<file path="config.mk">
export PLATFORM = sky130hd
export DESIGN_NAME = timer_cc_regs
export DESIGN_NICKNAME = d
export VERILOG_FILES = /design/src/design/timer_cc_pkg.sv /design/src/design/capture_unit.sv /design/src/design/match_unit.sv /design/src/design/timer_cc_regs.sv
export SDC_FILE = /design/constraint.sdc
export NUM_CORES = 1
export LEC_CHECK = 0
export ABC_AREA = 1
export BUFFER_PORTS_ARGS = -buffer_cell sky130_fd_sc_hd__buf_2
export CAP_MARGIN = 20
export CORE_UTILIZATION = 40
export CTS_CLUSTER_SIZE = 25
export DETAILED_ROUTE_END_ITERATION = 12
export HOLD_SLACK_MARGIN = 0.1
export PLACE_DENSITY = 0.63
export SYNTH_ARGS = -nofsm -noshare
export SYNTH_HDL_FRONTEND = slang
export SYNTH_HIERARCHICAL = 1
export SYNTH_SLANG_ARGS = --single-unit
export TNS_END_PERCENT = 10
</file>
<file path="constraint.sdc">
create_clock -name sys_clk -period 1.3 [get_ports sys_clk]
set_input_delay 0.26 -clock sys_clk [delete_from_list [all_inputs] [get_ports sys_clk]]
set_output_delay 0.26 -clock sys_clk [all_outputs]
set_load 0.05 [all_outputs]
</file>
<file path="src/design/timer_cc_pkg.sv">
`default_nettype none

package timer_cc_pkg;

  // register offsets as seen by the port instructions (low range)
  // and as data-space addresses (extended range)
  localparam logic [7:0] OFS_CAPTURE1_LOW = 8'h26;
  localparam logic [7:0] OFS_CAPTURE1_HIGH = 8'h27;
  localparam logic [7:0] OFS_TIMER_FLAGS = 8'h36;
  localparam logic [7:0] OFS_TIMER_IRQ_MASK = 8'h37;
  localparam logic [7:0] OFS_COMPARE1C_LOW = 8'h78;
  localparam logic [7:0] OFS_COMPARE1C_HIGH = 8'h79;
  localparam logic [7:0] OFS_CAPTURE3_LOW = 8'h80;
  localparam logic [7:0] OFS_CAPTURE3_HIGH = 8'h81;
  localparam logic [7:0] OFS_COMPARE3C_LOW = 8'h82;
  localparam logic [7:0] OFS_COMPARE3C_HIGH = 8'h83;
  localparam logic [7:0] OFS_COMPARE3B_LOW = 8'h84;
  localparam logic [7:0] OFS_COMPARE3B_HIGH = 8'h85;
  localparam logic [7:0] OFS_COMPARE3A_LOW = 8'h86;
  localparam logic [7:0] OFS_COMPARE3A_HIGH = 8'h87;

  // address spaces
  localparam logic [7:0] IO_PORT_LIMIT = 8'h40;
  localparam logic [7:0] IO_DATA_BASE = 8'h20;
  localparam logic [7:0] EXT_IO_BASE = 8'h60;

  // field positions in mask and flag registers
  localparam int unsigned BIT_T1_CAPTURE = 5;
  localparam int unsigned BIT_T1_MATCH_A = 4;
  localparam int unsigned BIT_T1_MATCH_B = 3;

  // reset values
  localparam logic [7:0] RST_BYTE = 8'h00;
  localparam logic [15:0] RST_WORD = 16'h0000;

endpackage : timer_cc_pkg

`default_nettype wire

</file>
<file path="src/design/capture_unit.sv">
`default_nettype none

// holds one 16-bit capture value; latches the counter on a trigger edge
module capture_unit (
  input wire logic sys_clk,
  input wire logic rst_n,
  input wire logic trigger,
  input wire logic edge_rising,
  input wire logic capture_enable,
  input wire logic [15:0] counter_value,
  input wire logic write_en,
  input wire logic [15:0] write_value,
  output logic [15:0] value_q,
  output logic event_q
);

  logic trig_q;
  logic trig_d;
  logic armed_q;
  logic armed_d;
  logic [15:0] value_d;
  logic event_d;

  always_comb begin
    logic edge_seen;
    edge_seen = 1'b0;
    trig_d = trigger;
    armed_d = 1'b1;
    edge_seen = edge_rising ? (trigger & ~trig_q) : (~trigger & trig_q);
    // first cycle after reset only loads the pin history: no false edge
    event_d = edge_seen & capture_enable & armed_q;
    value_d = value_q;
    if (write_en) begin
      value_d = write_value;
    end
    if (event_d) begin
      value_d = counter_value;
    end
  end

  always_ff @(posedge sys_clk or negedge rst_n) begin
    if (!rst_n) begin
      trig_q <= 1'b0;
      armed_q <= 1'b0;
      value_q <= timer_cc_pkg::RST_WORD;
      event_q <= 1'b0;
    end else begin
      trig_q <= trig_d;
      armed_q <= armed_d;
      value_q <= value_d;
      event_q <= event_d;
    end
  end

endmodule : capture_unit

`default_nettype wire

</file>
<file path="src/design/match_unit.sv">
`default_nettype none

// one compare unit: pulses on the timer tick where counter equals compare
module match_unit (
  input wire logic sys_clk,
  input wire logic rst_n,
  input wire logic timer_tick,
  input wire logic counter_written,
  input wire logic [15:0] counter_value,
  input wire logic [15:0] compare_value,
  output logic match_q
);

  logic block_q;
  logic block_d;
  logic match_d;

  always_comb begin
    block_d = block_q;
    if (counter_written) begin
      block_d = 1'b1;
    end else if (timer_tick) begin
      block_d = 1'b0;
    end
    // blocked compare is dropped for the tick after a counter write
    match_d = timer_tick & (counter_value == compare_value)
              & ~block_q & ~counter_written;
  end

  always_ff @(posedge sys_clk or negedge rst_n) begin
    if (!rst_n) begin
      block_q <= 1'b0;
      match_q <= 1'b0;
    end else begin
      block_q <= block_d;
      match_q <= match_d;
    end
  end

endmodule : match_unit

`default_nettype wire

</file>
<file path="src/design/timer_cc_regs.sv">
// Summary of operation
// - Capture pin event copies counter to capture
// - Timer 1 capture source may be comparator
// - Capture value may serve as counter TOP
// - Capture low read latches high byte for later
// - One shared high-byte holding register for all
// - Data-space address is port offset plus 0x20
// - Mask bit 5 enables timer 1 capture interrupt
// - Mask bit 4 enables timer 1 match A
// - Mask bit 3 enables timer 1 match B
// - Capture flag cleared by vector or written one
// - Match flag set after equality, not forced
// - Counter write blocks next compare match
`default_nettype none

module timer_cc_regs (
  input wire logic sys_clk,
  input wire logic rst_n,
  // cpu register port
  input wire logic io_port_access,
  input wire logic [7:0] io_addr,
  input wire logic io_rd,
  input wire logic io_wr,
  input wire logic [7:0] io_wdata,
  output logic [7:0] io_rdata_q,
  // timer 1 side
  input wire logic [15:0] counter1_value,
  input wire logic timer1_tick,
  input wire logic counter1_written,
  input wire logic [15:0] compare1a_value,
  input wire logic [15:0] compare1b_value,
  input wire logic forced_match_a_strobe,
  input wire logic capture_input_pin1,
  input wire logic comparator_out,
  input wire logic capture1_from_comparator,
  input wire logic capture1_edge_rising,
  input wire logic capture1_is_top,
  // timer 3 side
  input wire logic [15:0] counter3_value,
  input wire logic timer3_tick,
  input wire logic counter3_written,
  input wire logic capture_input_pin3,
  input wire logic capture3_edge_rising,
  input wire logic capture3_is_top,
  // interrupt side
  input wire logic global_irq_enable,
  input wire logic t1_capture_vector_ack,
  input wire logic t1_match_a_vector_ack,
  input wire logic t1_match_b_vector_ack,
  output logic irq_t1_capture_q,
  output logic irq_t1_match_a_q,
  output logic irq_t1_match_b_q,
  // values and events towards the rest of the timers
  output logic [15:0] capture1_value_q,
  output logic [15:0] capture3_value_q,
  output logic capture3_event_q,
  output logic match1c_q,
  output logic match3a_q,
  output logic match3b_q,
  output logic match3c_q
);

  // maps a bus access onto a register offset; valid low if unmapped
  function automatic logic [8:0] decode(input logic port_access,
                                        input logic [7:0] addr);
    logic [8:0] res;
    res = {1'b0, 8'h00};
    if (port_access) begin
      if (addr < timer_cc_pkg::IO_PORT_LIMIT) begin
        res = {1'b1, addr};
      end
    end else if (addr >= timer_cc_pkg::EXT_IO_BASE) begin
      res = {1'b1, addr};
    end else if (addr >= timer_cc_pkg::IO_DATA_BASE) begin
      res = {1'b1, addr - timer_cc_pkg::IO_DATA_BASE};
    end
    return res;
  endfunction : decode

  // register state
  logic [7:0] temp_q;
  logic [7:0] temp_d;
  logic [7:0] mask_q;
  logic [7:0] mask_d;
  logic cap_flag_q;
  logic cap_flag_d;
  logic match_a_flag_q;
  logic match_a_flag_d;
  logic match_b_flag_q;
  logic match_b_flag_d;
  logic [15:0] compare1c_q;
  logic [15:0] compare1c_d;
  logic [15:0] compare3a_q;
  logic [15:0] compare3a_d;
  logic [15:0] compare3b_q;
  logic [15:0] compare3b_d;
  logic [15:0] compare3c_q;
  logic [15:0] compare3c_d;
  logic [7:0] rdata_d;
  logic irq_cap_d;
  logic irq_a_d;
  logic irq_b_d;

  // bus decode
  logic [8:0] dec;
  logic hit;
  logic [7:0] ofs;
  logic wr_cap1;
  logic wr_cap3;
  logic [15:0] wr_word;

  // event sources
  logic cap1_trigger;
  logic capture1_event_q;
  logic match1a_q;
  logic match1b_q;
  logic top1_reached;

  assign dec = decode(io_port_access, io_addr);
  assign hit = dec[8];
  assign ofs = dec[7:0];
  assign wr_word = {temp_q, io_wdata};
  assign wr_cap1 = io_wr & hit & (ofs == timer_cc_pkg::OFS_CAPTURE1_LOW);
  assign wr_cap3 = io_wr & hit & (ofs == timer_cc_pkg::OFS_CAPTURE3_LOW);
  assign cap1_trigger = capture1_from_comparator ? comparator_out
                        : capture_input_pin1;
  assign top1_reached = capture1_is_top & timer1_tick
                        & (counter1_value == capture1_value_q);

  // in TOP mode the capture value is software owned, so pin events are off
  capture_unit u_capture1 (
    .sys_clk(sys_clk),
    .rst_n(rst_n),
    .trigger(cap1_trigger),
    .edge_rising(capture1_edge_rising),
    .capture_enable(~capture1_is_top),
    .counter_value(counter1_value),
    .write_en(wr_cap1),
    .write_value(wr_word),
    .value_q(capture1_value_q),
    .event_q(capture1_event_q)
  );

  capture_unit u_capture3 (
    .sys_clk(sys_clk),
    .rst_n(rst_n),
    .trigger(capture_input_pin3),
    .edge_rising(capture3_edge_rising),
    .capture_enable(~capture3_is_top),
    .counter_value(counter3_value),
    .write_en(wr_cap3),
    .write_value(wr_word),
    .value_q(capture3_value_q),
    .event_q(capture3_event_q)
  );

  // forced strobes never reach the match units, so never set a flag
  match_unit u_match1a (
    .sys_clk(sys_clk),
    .rst_n(rst_n),
    .timer_tick(timer1_tick),
    .counter_written(counter1_written),
    .counter_value(counter1_value),
    .compare_value(compare1a_value),
    .match_q(match1a_q)
  );

  match_unit u_match1b (
    .sys_clk(sys_clk),
    .rst_n(rst_n),
    .timer_tick(timer1_tick),
    .counter_written(counter1_written),
    .counter_value(counter1_value),
    .compare_value(compare1b_value),
    .match_q(match1b_q)
  );

  match_unit u_match1c (
    .sys_clk(sys_clk),
    .rst_n(rst_n),
    .timer_tick(timer1_tick),
    .counter_written(counter1_written),
    .counter_value(counter1_value),
    .compare_value(compare1c_q),
    .match_q(match1c_q)
  );

  match_unit u_match3a (
    .sys_clk(sys_clk),
    .rst_n(rst_n),
    .timer_tick(timer3_tick),
    .counter_written(counter3_written),
    .counter_value(counter3_value),
    .compare_value(compare3a_q),
    .match_q(match3a_q)
  );

  match_unit u_match3b (
    .sys_clk(sys_clk),
    .rst_n(rst_n),
    .timer_tick(timer3_tick),
    .counter_written(counter3_written),
    .counter_value(counter3_value),
    .compare_value(compare3b_q),
    .match_q(match3b_q)
  );

  match_unit u_match3c (
    .sys_clk(sys_clk),
    .rst_n(rst_n),
    .timer_tick(timer3_tick),
    .counter_written(counter3_written),
    .counter_value(counter3_value),
    .compare_value(compare3c_q),
    .match_q(match3c_q)
  );

  // register writes, reads and the shared high-byte latch
  always_comb begin
    logic [7:0] flags;
    flags = 8'h00;
    flags[timer_cc_pkg::BIT_T1_CAPTURE] = cap_flag_q;
    flags[timer_cc_pkg::BIT_T1_MATCH_A] = match_a_flag_q;
    flags[timer_cc_pkg::BIT_T1_MATCH_B] = match_b_flag_q;
    temp_d = temp_q;
    mask_d = mask_q;
    compare1c_d = compare1c_q;
    compare3a_d = compare3a_q;
    compare3b_d = compare3b_q;
    compare3c_d = compare3c_q;
    rdata_d = 8'h00;
    if (io_wr && hit) begin
      case (ofs)
        timer_cc_pkg::OFS_TIMER_IRQ_MASK: mask_d = io_wdata;
        timer_cc_pkg::OFS_COMPARE1C_LOW: compare1c_d = wr_word;
        timer_cc_pkg::OFS_COMPARE3A_LOW: compare3a_d = wr_word;
        timer_cc_pkg::OFS_COMPARE3B_LOW: compare3b_d = wr_word;
        timer_cc_pkg::OFS_COMPARE3C_LOW: compare3c_d = wr_word;
        timer_cc_pkg::OFS_CAPTURE1_HIGH,
        timer_cc_pkg::OFS_CAPTURE3_HIGH,
        timer_cc_pkg::OFS_COMPARE1C_HIGH,
        timer_cc_pkg::OFS_COMPARE3A_HIGH,
        timer_cc_pkg::OFS_COMPARE3B_HIGH,
        timer_cc_pkg::OFS_COMPARE3C_HIGH: temp_d = io_wdata;
        default: ;
      endcase
    end else if (io_rd && hit) begin
      case (ofs)
        timer_cc_pkg::OFS_TIMER_IRQ_MASK: rdata_d = mask_q;
        timer_cc_pkg::OFS_TIMER_FLAGS: rdata_d = flags;
        timer_cc_pkg::OFS_CAPTURE1_LOW: begin
          rdata_d = capture1_value_q[7:0];
          temp_d = capture1_value_q[15:8];
        end
        timer_cc_pkg::OFS_CAPTURE3_LOW: begin
          rdata_d = capture3_value_q[7:0];
          temp_d = capture3_value_q[15:8];
        end
        timer_cc_pkg::OFS_COMPARE1C_LOW: rdata_d = compare1c_q[7:0];
        timer_cc_pkg::OFS_COMPARE3A_LOW: rdata_d = compare3a_q[7:0];
        timer_cc_pkg::OFS_COMPARE3B_LOW: rdata_d = compare3b_q[7:0];
        timer_cc_pkg::OFS_COMPARE3C_LOW: rdata_d = compare3c_q[7:0];
        timer_cc_pkg::OFS_CAPTURE1_HIGH,
        timer_cc_pkg::OFS_CAPTURE3_HIGH: rdata_d = temp_q;
        timer_cc_pkg::OFS_COMPARE1C_HIGH: rdata_d = compare1c_q[15:8];
        timer_cc_pkg::OFS_COMPARE3A_HIGH: rdata_d = compare3a_q[15:8];
        timer_cc_pkg::OFS_COMPARE3B_HIGH: rdata_d = compare3b_q[15:8];
        timer_cc_pkg::OFS_COMPARE3C_HIGH: rdata_d = compare3c_q[15:8];
        default: rdata_d = 8'h00;
      endcase
    end
  end

  // timer 1 flags: clear by one written or vector taken, set wins
  always_comb begin
    logic wr_flags;
    wr_flags = io_wr & hit & (ofs == timer_cc_pkg::OFS_TIMER_FLAGS);
    cap_flag_d = cap_flag_q;
    match_a_flag_d = match_a_flag_q;
    match_b_flag_d = match_b_flag_q;
    if (t1_capture_vector_ack
        || (wr_flags && io_wdata[timer_cc_pkg::BIT_T1_CAPTURE])) begin
      cap_flag_d = 1'b0;
    end
    if (t1_match_a_vector_ack
        || (wr_flags && io_wdata[timer_cc_pkg::BIT_T1_MATCH_A])) begin
      match_a_flag_d = 1'b0;
    end
    if (t1_match_b_vector_ack
        || (wr_flags && io_wdata[timer_cc_pkg::BIT_T1_MATCH_B])) begin
      match_b_flag_d = 1'b0;
    end
    if (capture1_event_q || top1_reached) begin
      cap_flag_d = 1'b1;
    end
    if (match1a_q) begin
      match_a_flag_d = 1'b1;
    end
    if (match1b_q) begin
      match_b_flag_d = 1'b1;
    end
    irq_cap_d = mask_q[timer_cc_pkg::BIT_T1_CAPTURE] & cap_flag_q
                & global_irq_enable;
    irq_a_d = mask_q[timer_cc_pkg::BIT_T1_MATCH_A] & match_a_flag_q
              & global_irq_enable;
    irq_b_d = mask_q[timer_cc_pkg::BIT_T1_MATCH_B] & match_b_flag_q
              & global_irq_enable;
  end

  // the forced strobe is accepted and deliberately has no effect on flags
  logic unused_forced;
  assign unused_forced = forced_match_a_strobe;

  always_ff @(posedge sys_clk or negedge rst_n) begin
    if (!rst_n) begin
      temp_q <= timer_cc_pkg::RST_BYTE;
      mask_q <= timer_cc_pkg::RST_BYTE;
      cap_flag_q <= 1'b0;
      match_a_flag_q <= 1'b0;
      match_b_flag_q <= 1'b0;
      compare1c_q <= timer_cc_pkg::RST_WORD;
      compare3a_q <= timer_cc_pkg::RST_WORD;
      compare3b_q <= timer_cc_pkg::RST_WORD;
      compare3c_q <= timer_cc_pkg::RST_WORD;
      io_rdata_q <= timer_cc_pkg::RST_BYTE;
      irq_t1_capture_q <= 1'b0;
      irq_t1_match_a_q <= 1'b0;
      irq_t1_match_b_q <= 1'b0;
    end else begin
      temp_q <= temp_d;
      mask_q <= mask_d;
      cap_flag_q <= cap_flag_d;
      match_a_flag_q <= match_a_flag_d;
      match_b_flag_q <= match_b_flag_d;
      compare1c_q <= compare1c_d;
      compare3a_q <= compare3a_d;
      compare3b_q <= compare3b_d;
      compare3c_q <= compare3c_d;
      io_rdata_q <= rdata_d;
      irq_t1_capture_q <= irq_cap_d;
      irq_t1_match_a_q <= irq_a_d;
      irq_t1_match_b_q <= irq_b_d;
    end
  end

endmodule : timer_cc_regs

`default_nettype wire

</file>
==> flow_summary.yaml <==
yosys:
  syn-num-nets: 1578
  synth_edf_count: 0
  synthFlopType: "dfrtp_1"
  synthArstFlopShare_pct: 100
  syn_avg_cell_area_um2: 6.60
  syn_area_mm2: 0.00972
  synth_seq_area_share_pct: 37.1
  ys_seq_elements: 144
  synth_warnings: 6
  synth_cell_types: 41
  synth_cells: 1473
setup_path:
  cpPeakStageDelay_ns: 0.22
  critical_path_class: "in -> reg"
  crit_fanout: 8
  cp_top_family: "simple AND/OR/NAND/NOR gates"
  crit_buf_inv: 3
  cpMaxStageDelayCell: "nor2_4"
  cp.required_ns: 1.63
  arrival_ns: 2.09
  critPathCaptureType: "register"
  crit_chain: "buf_2 -> nor2_4 -> nand2_4 -> o21ai_4 -> nand3_2 -> nand2_4 -> nand3_4 -> nor2_8 -> nand3_4 -> nor2_4 -> buf_12 -> inv_8 -> nand3_2 -> nand2_1"
  cp-start-kind: "primary input"
clock_network:
  cts.path.max_buffers: 2
  worst_setup_hold_path_clk_slew_ns: 0.06
  cts_buffers: 17
  cts_tree: "built"
  clk_latency_ns: 0.44
  cts-htree-levels: 4
  clock_sinks: 144
  cts_root_buffer: "clkbuf_16"
timing:
  maxSlewViolCount: 0
  finalCritPeriodShare_pct: 135
  period_minus_slack_ns: 1.76
  setup_viol: 152
  fin_worst_skew_ns: 0.0110
  timing.fmax_ghz: 0.568
  tns_ns: -45.56
  rsz0062_at_grt: "true"
  layout_setup_ws_ns: -0.459
  finalHoldViolCount: 0
layout:
  layout.cells.non_filler: 2081
  drive_above_1_share_pct: 26.9
  final_cell_mix: "nand2_1 (504), inv_1 (209), nand3_1 (136), dfrtp_1 (135), nor2_1 (108)"
  diodes: 0
  final_core_util_pct: 57.0
  layout.nets: 1854
  area_growth_pct: 38.9
  layout.cells.most_common: "nand2_1"
power:
  power_density_mw_per_mm2: 1150
  power_leakage_uw: 0.00747
  ir_worst_vdd_mv: 0.796
  totalPowerFinal_uw: 15600
floorplanning:
  die_area_mm2: 0.0249
  start_util_pct: 41.0
  dieHeight_um: 158
  die_w_um: 158
  core_mm2: 0.0237
  rows: 56
  ios: 150
routing:
  drt_wl_total_mm: 37.4
  firstDrtPassIters: 6
  drt-wirelength-per-cell_um: 18.0
  drtIter0Drc: 1046
  vias_per_cell: 5.06
  drc_errors: 0
  num_vias: 10500
  drtAntennaViolNets: 0
placement:
  dp_worst_setup_slack_ns: -1.14
  post-dp-hpwl_mm: 28.2
  gp_congestion: 0.967
  placement.io_buffers: 148
  dp_cells: 2019
grt:
  antenna_found_initial: 0
  grt_max_degree: 48
  overflow: 0
  grt.total_usage_pct: 30.9
  grt_pass1_wl_mm: 57.1
  grt_pass1_vias: 9921
run_status:
  status: "complete, but fails checks"
  failed_checks: "setup timing"
hold_path:
  hp-class: "in -> reg"
job:
  cap_violations: 0
==> sequential cells by signal, indices dropped and copies added (netlist names), 8 cells and up <==
| name | count |
|---|---|
| compare3a_q | 16 |
| mask_q | 8 |
| u_capture1/value_q | 16 |
| compare3c_q | 16 |
| compare3b_q | 16 |
| temp_q | 8 |
| io_rdata_q | 8 |
| compare1c_q | 16 |
| u_capture3/value_q | 16 |
==> per-layer routing <==
layer | up-vias | part of all wire, % | wire length (µm) | global-route usage, %
met4 | 0 | 3.0 | 1110 | 9.99
met5 | - | 0 | 0 | 0
met2 | 456 | 48 | 17800 | 52.1
met3 | 68 | 7.4 | 2750 | 5.26
met1 | 4900 | 42 | 15700 | 40.1
li1 | 5109 | - | - | -
==> synth_stat cells (10+ instances only) <==
master     n  area [µm²]
o21a_1    10        75.1
a21oi_1   14        70.1
buf_6     10         113
dfrtp_1  144        3600
nand2_1  537        2020
inv_1    212         796
nor2_2    10        62.6
o21ai_1   54         270
buf_2     21         105
nand3_1  155         776
xor2_1    34         298
o21ai_0   26         130
o22ai_1   12        75.1
nor2_1   129         484
nand4_1   15        93.8
buf_4     11        82.6
==> logic make-up after synthesis <==
kind of cell	synth area share [%]
XOR/XNOR	3.61
buffers and inverters	11.9
other	0.0773
adder cells (fa/ha/maj)	0.386
multiplexers	0.463
AND/OR/NAND/NOR	39.7
flip-flops	37.1
AO/OA/AOI/OAI	6.85
==> path summary, 6_finish.rpt <==
check	startpoint	to	slack, ns	cells past startpoint
min reg2reg	u_match1b/match_q	match_b_flag_q	0.45	1
max reg2reg	u_capture1/value_q[4]	cap_flag_q	-0.19	7
min	t1_match_a_vector_ack	match_a_flag_q	0.11	4
max in group asynchronous	rst_n	mask_q[5]	0.48	3
min in group asynchronous	rst_n	u_match3a/block_q	0.25	2
max	io_addr[0]	u_capture3/value_q[0]	-0.46	14
==> through the flow <==
stage / instance area, µm² / hold WS, ns
detailed placement: 11800 / 0.141
finish: 13500 / 0.108
floorplan: 9850 / -0.0356
CTS: 13200 / 0.103
global placement: 11800 / 0.139
global route: 13500 / 0.121
==> where the power goes <==
part / switching [µW] / internal (µW)
combinational: 2930 / 1950
sequential: 585 / 4910
clock: 2100 / 3080
==> worst register-to-register path, stage by stage, from the launching register on <==
cell and delay [ns]:
dfrtp_1 0.39, xnor2_1 0.24, nand2_1 0.08, nor4_1 0.24
buf_4 0.16, and3_1 0.13, a31oi_1 0.12, nand2_1 0.08
==> timing repair <==
action,in CTS,in global routing
hold buffers,10,0
endpoints found under the setup margin,164,163
cloned,6,0
resized for setup,175,86
pin swaps,30,42
hold endpoints to repair,157,0
buffers inserted,11,3
==> layout make-up <==
cell class	instances	area [µm²]
multi-input combinational	1064	5420
timing repair buffer	300	2600
sequential	144	3610
fill	2277	10200
timing repair inverter	1	11.3
tap	319	399
inverter	221	852
clock inverter	13	161
clock buffer	19	443
Power figures use the tool's default switching activity.
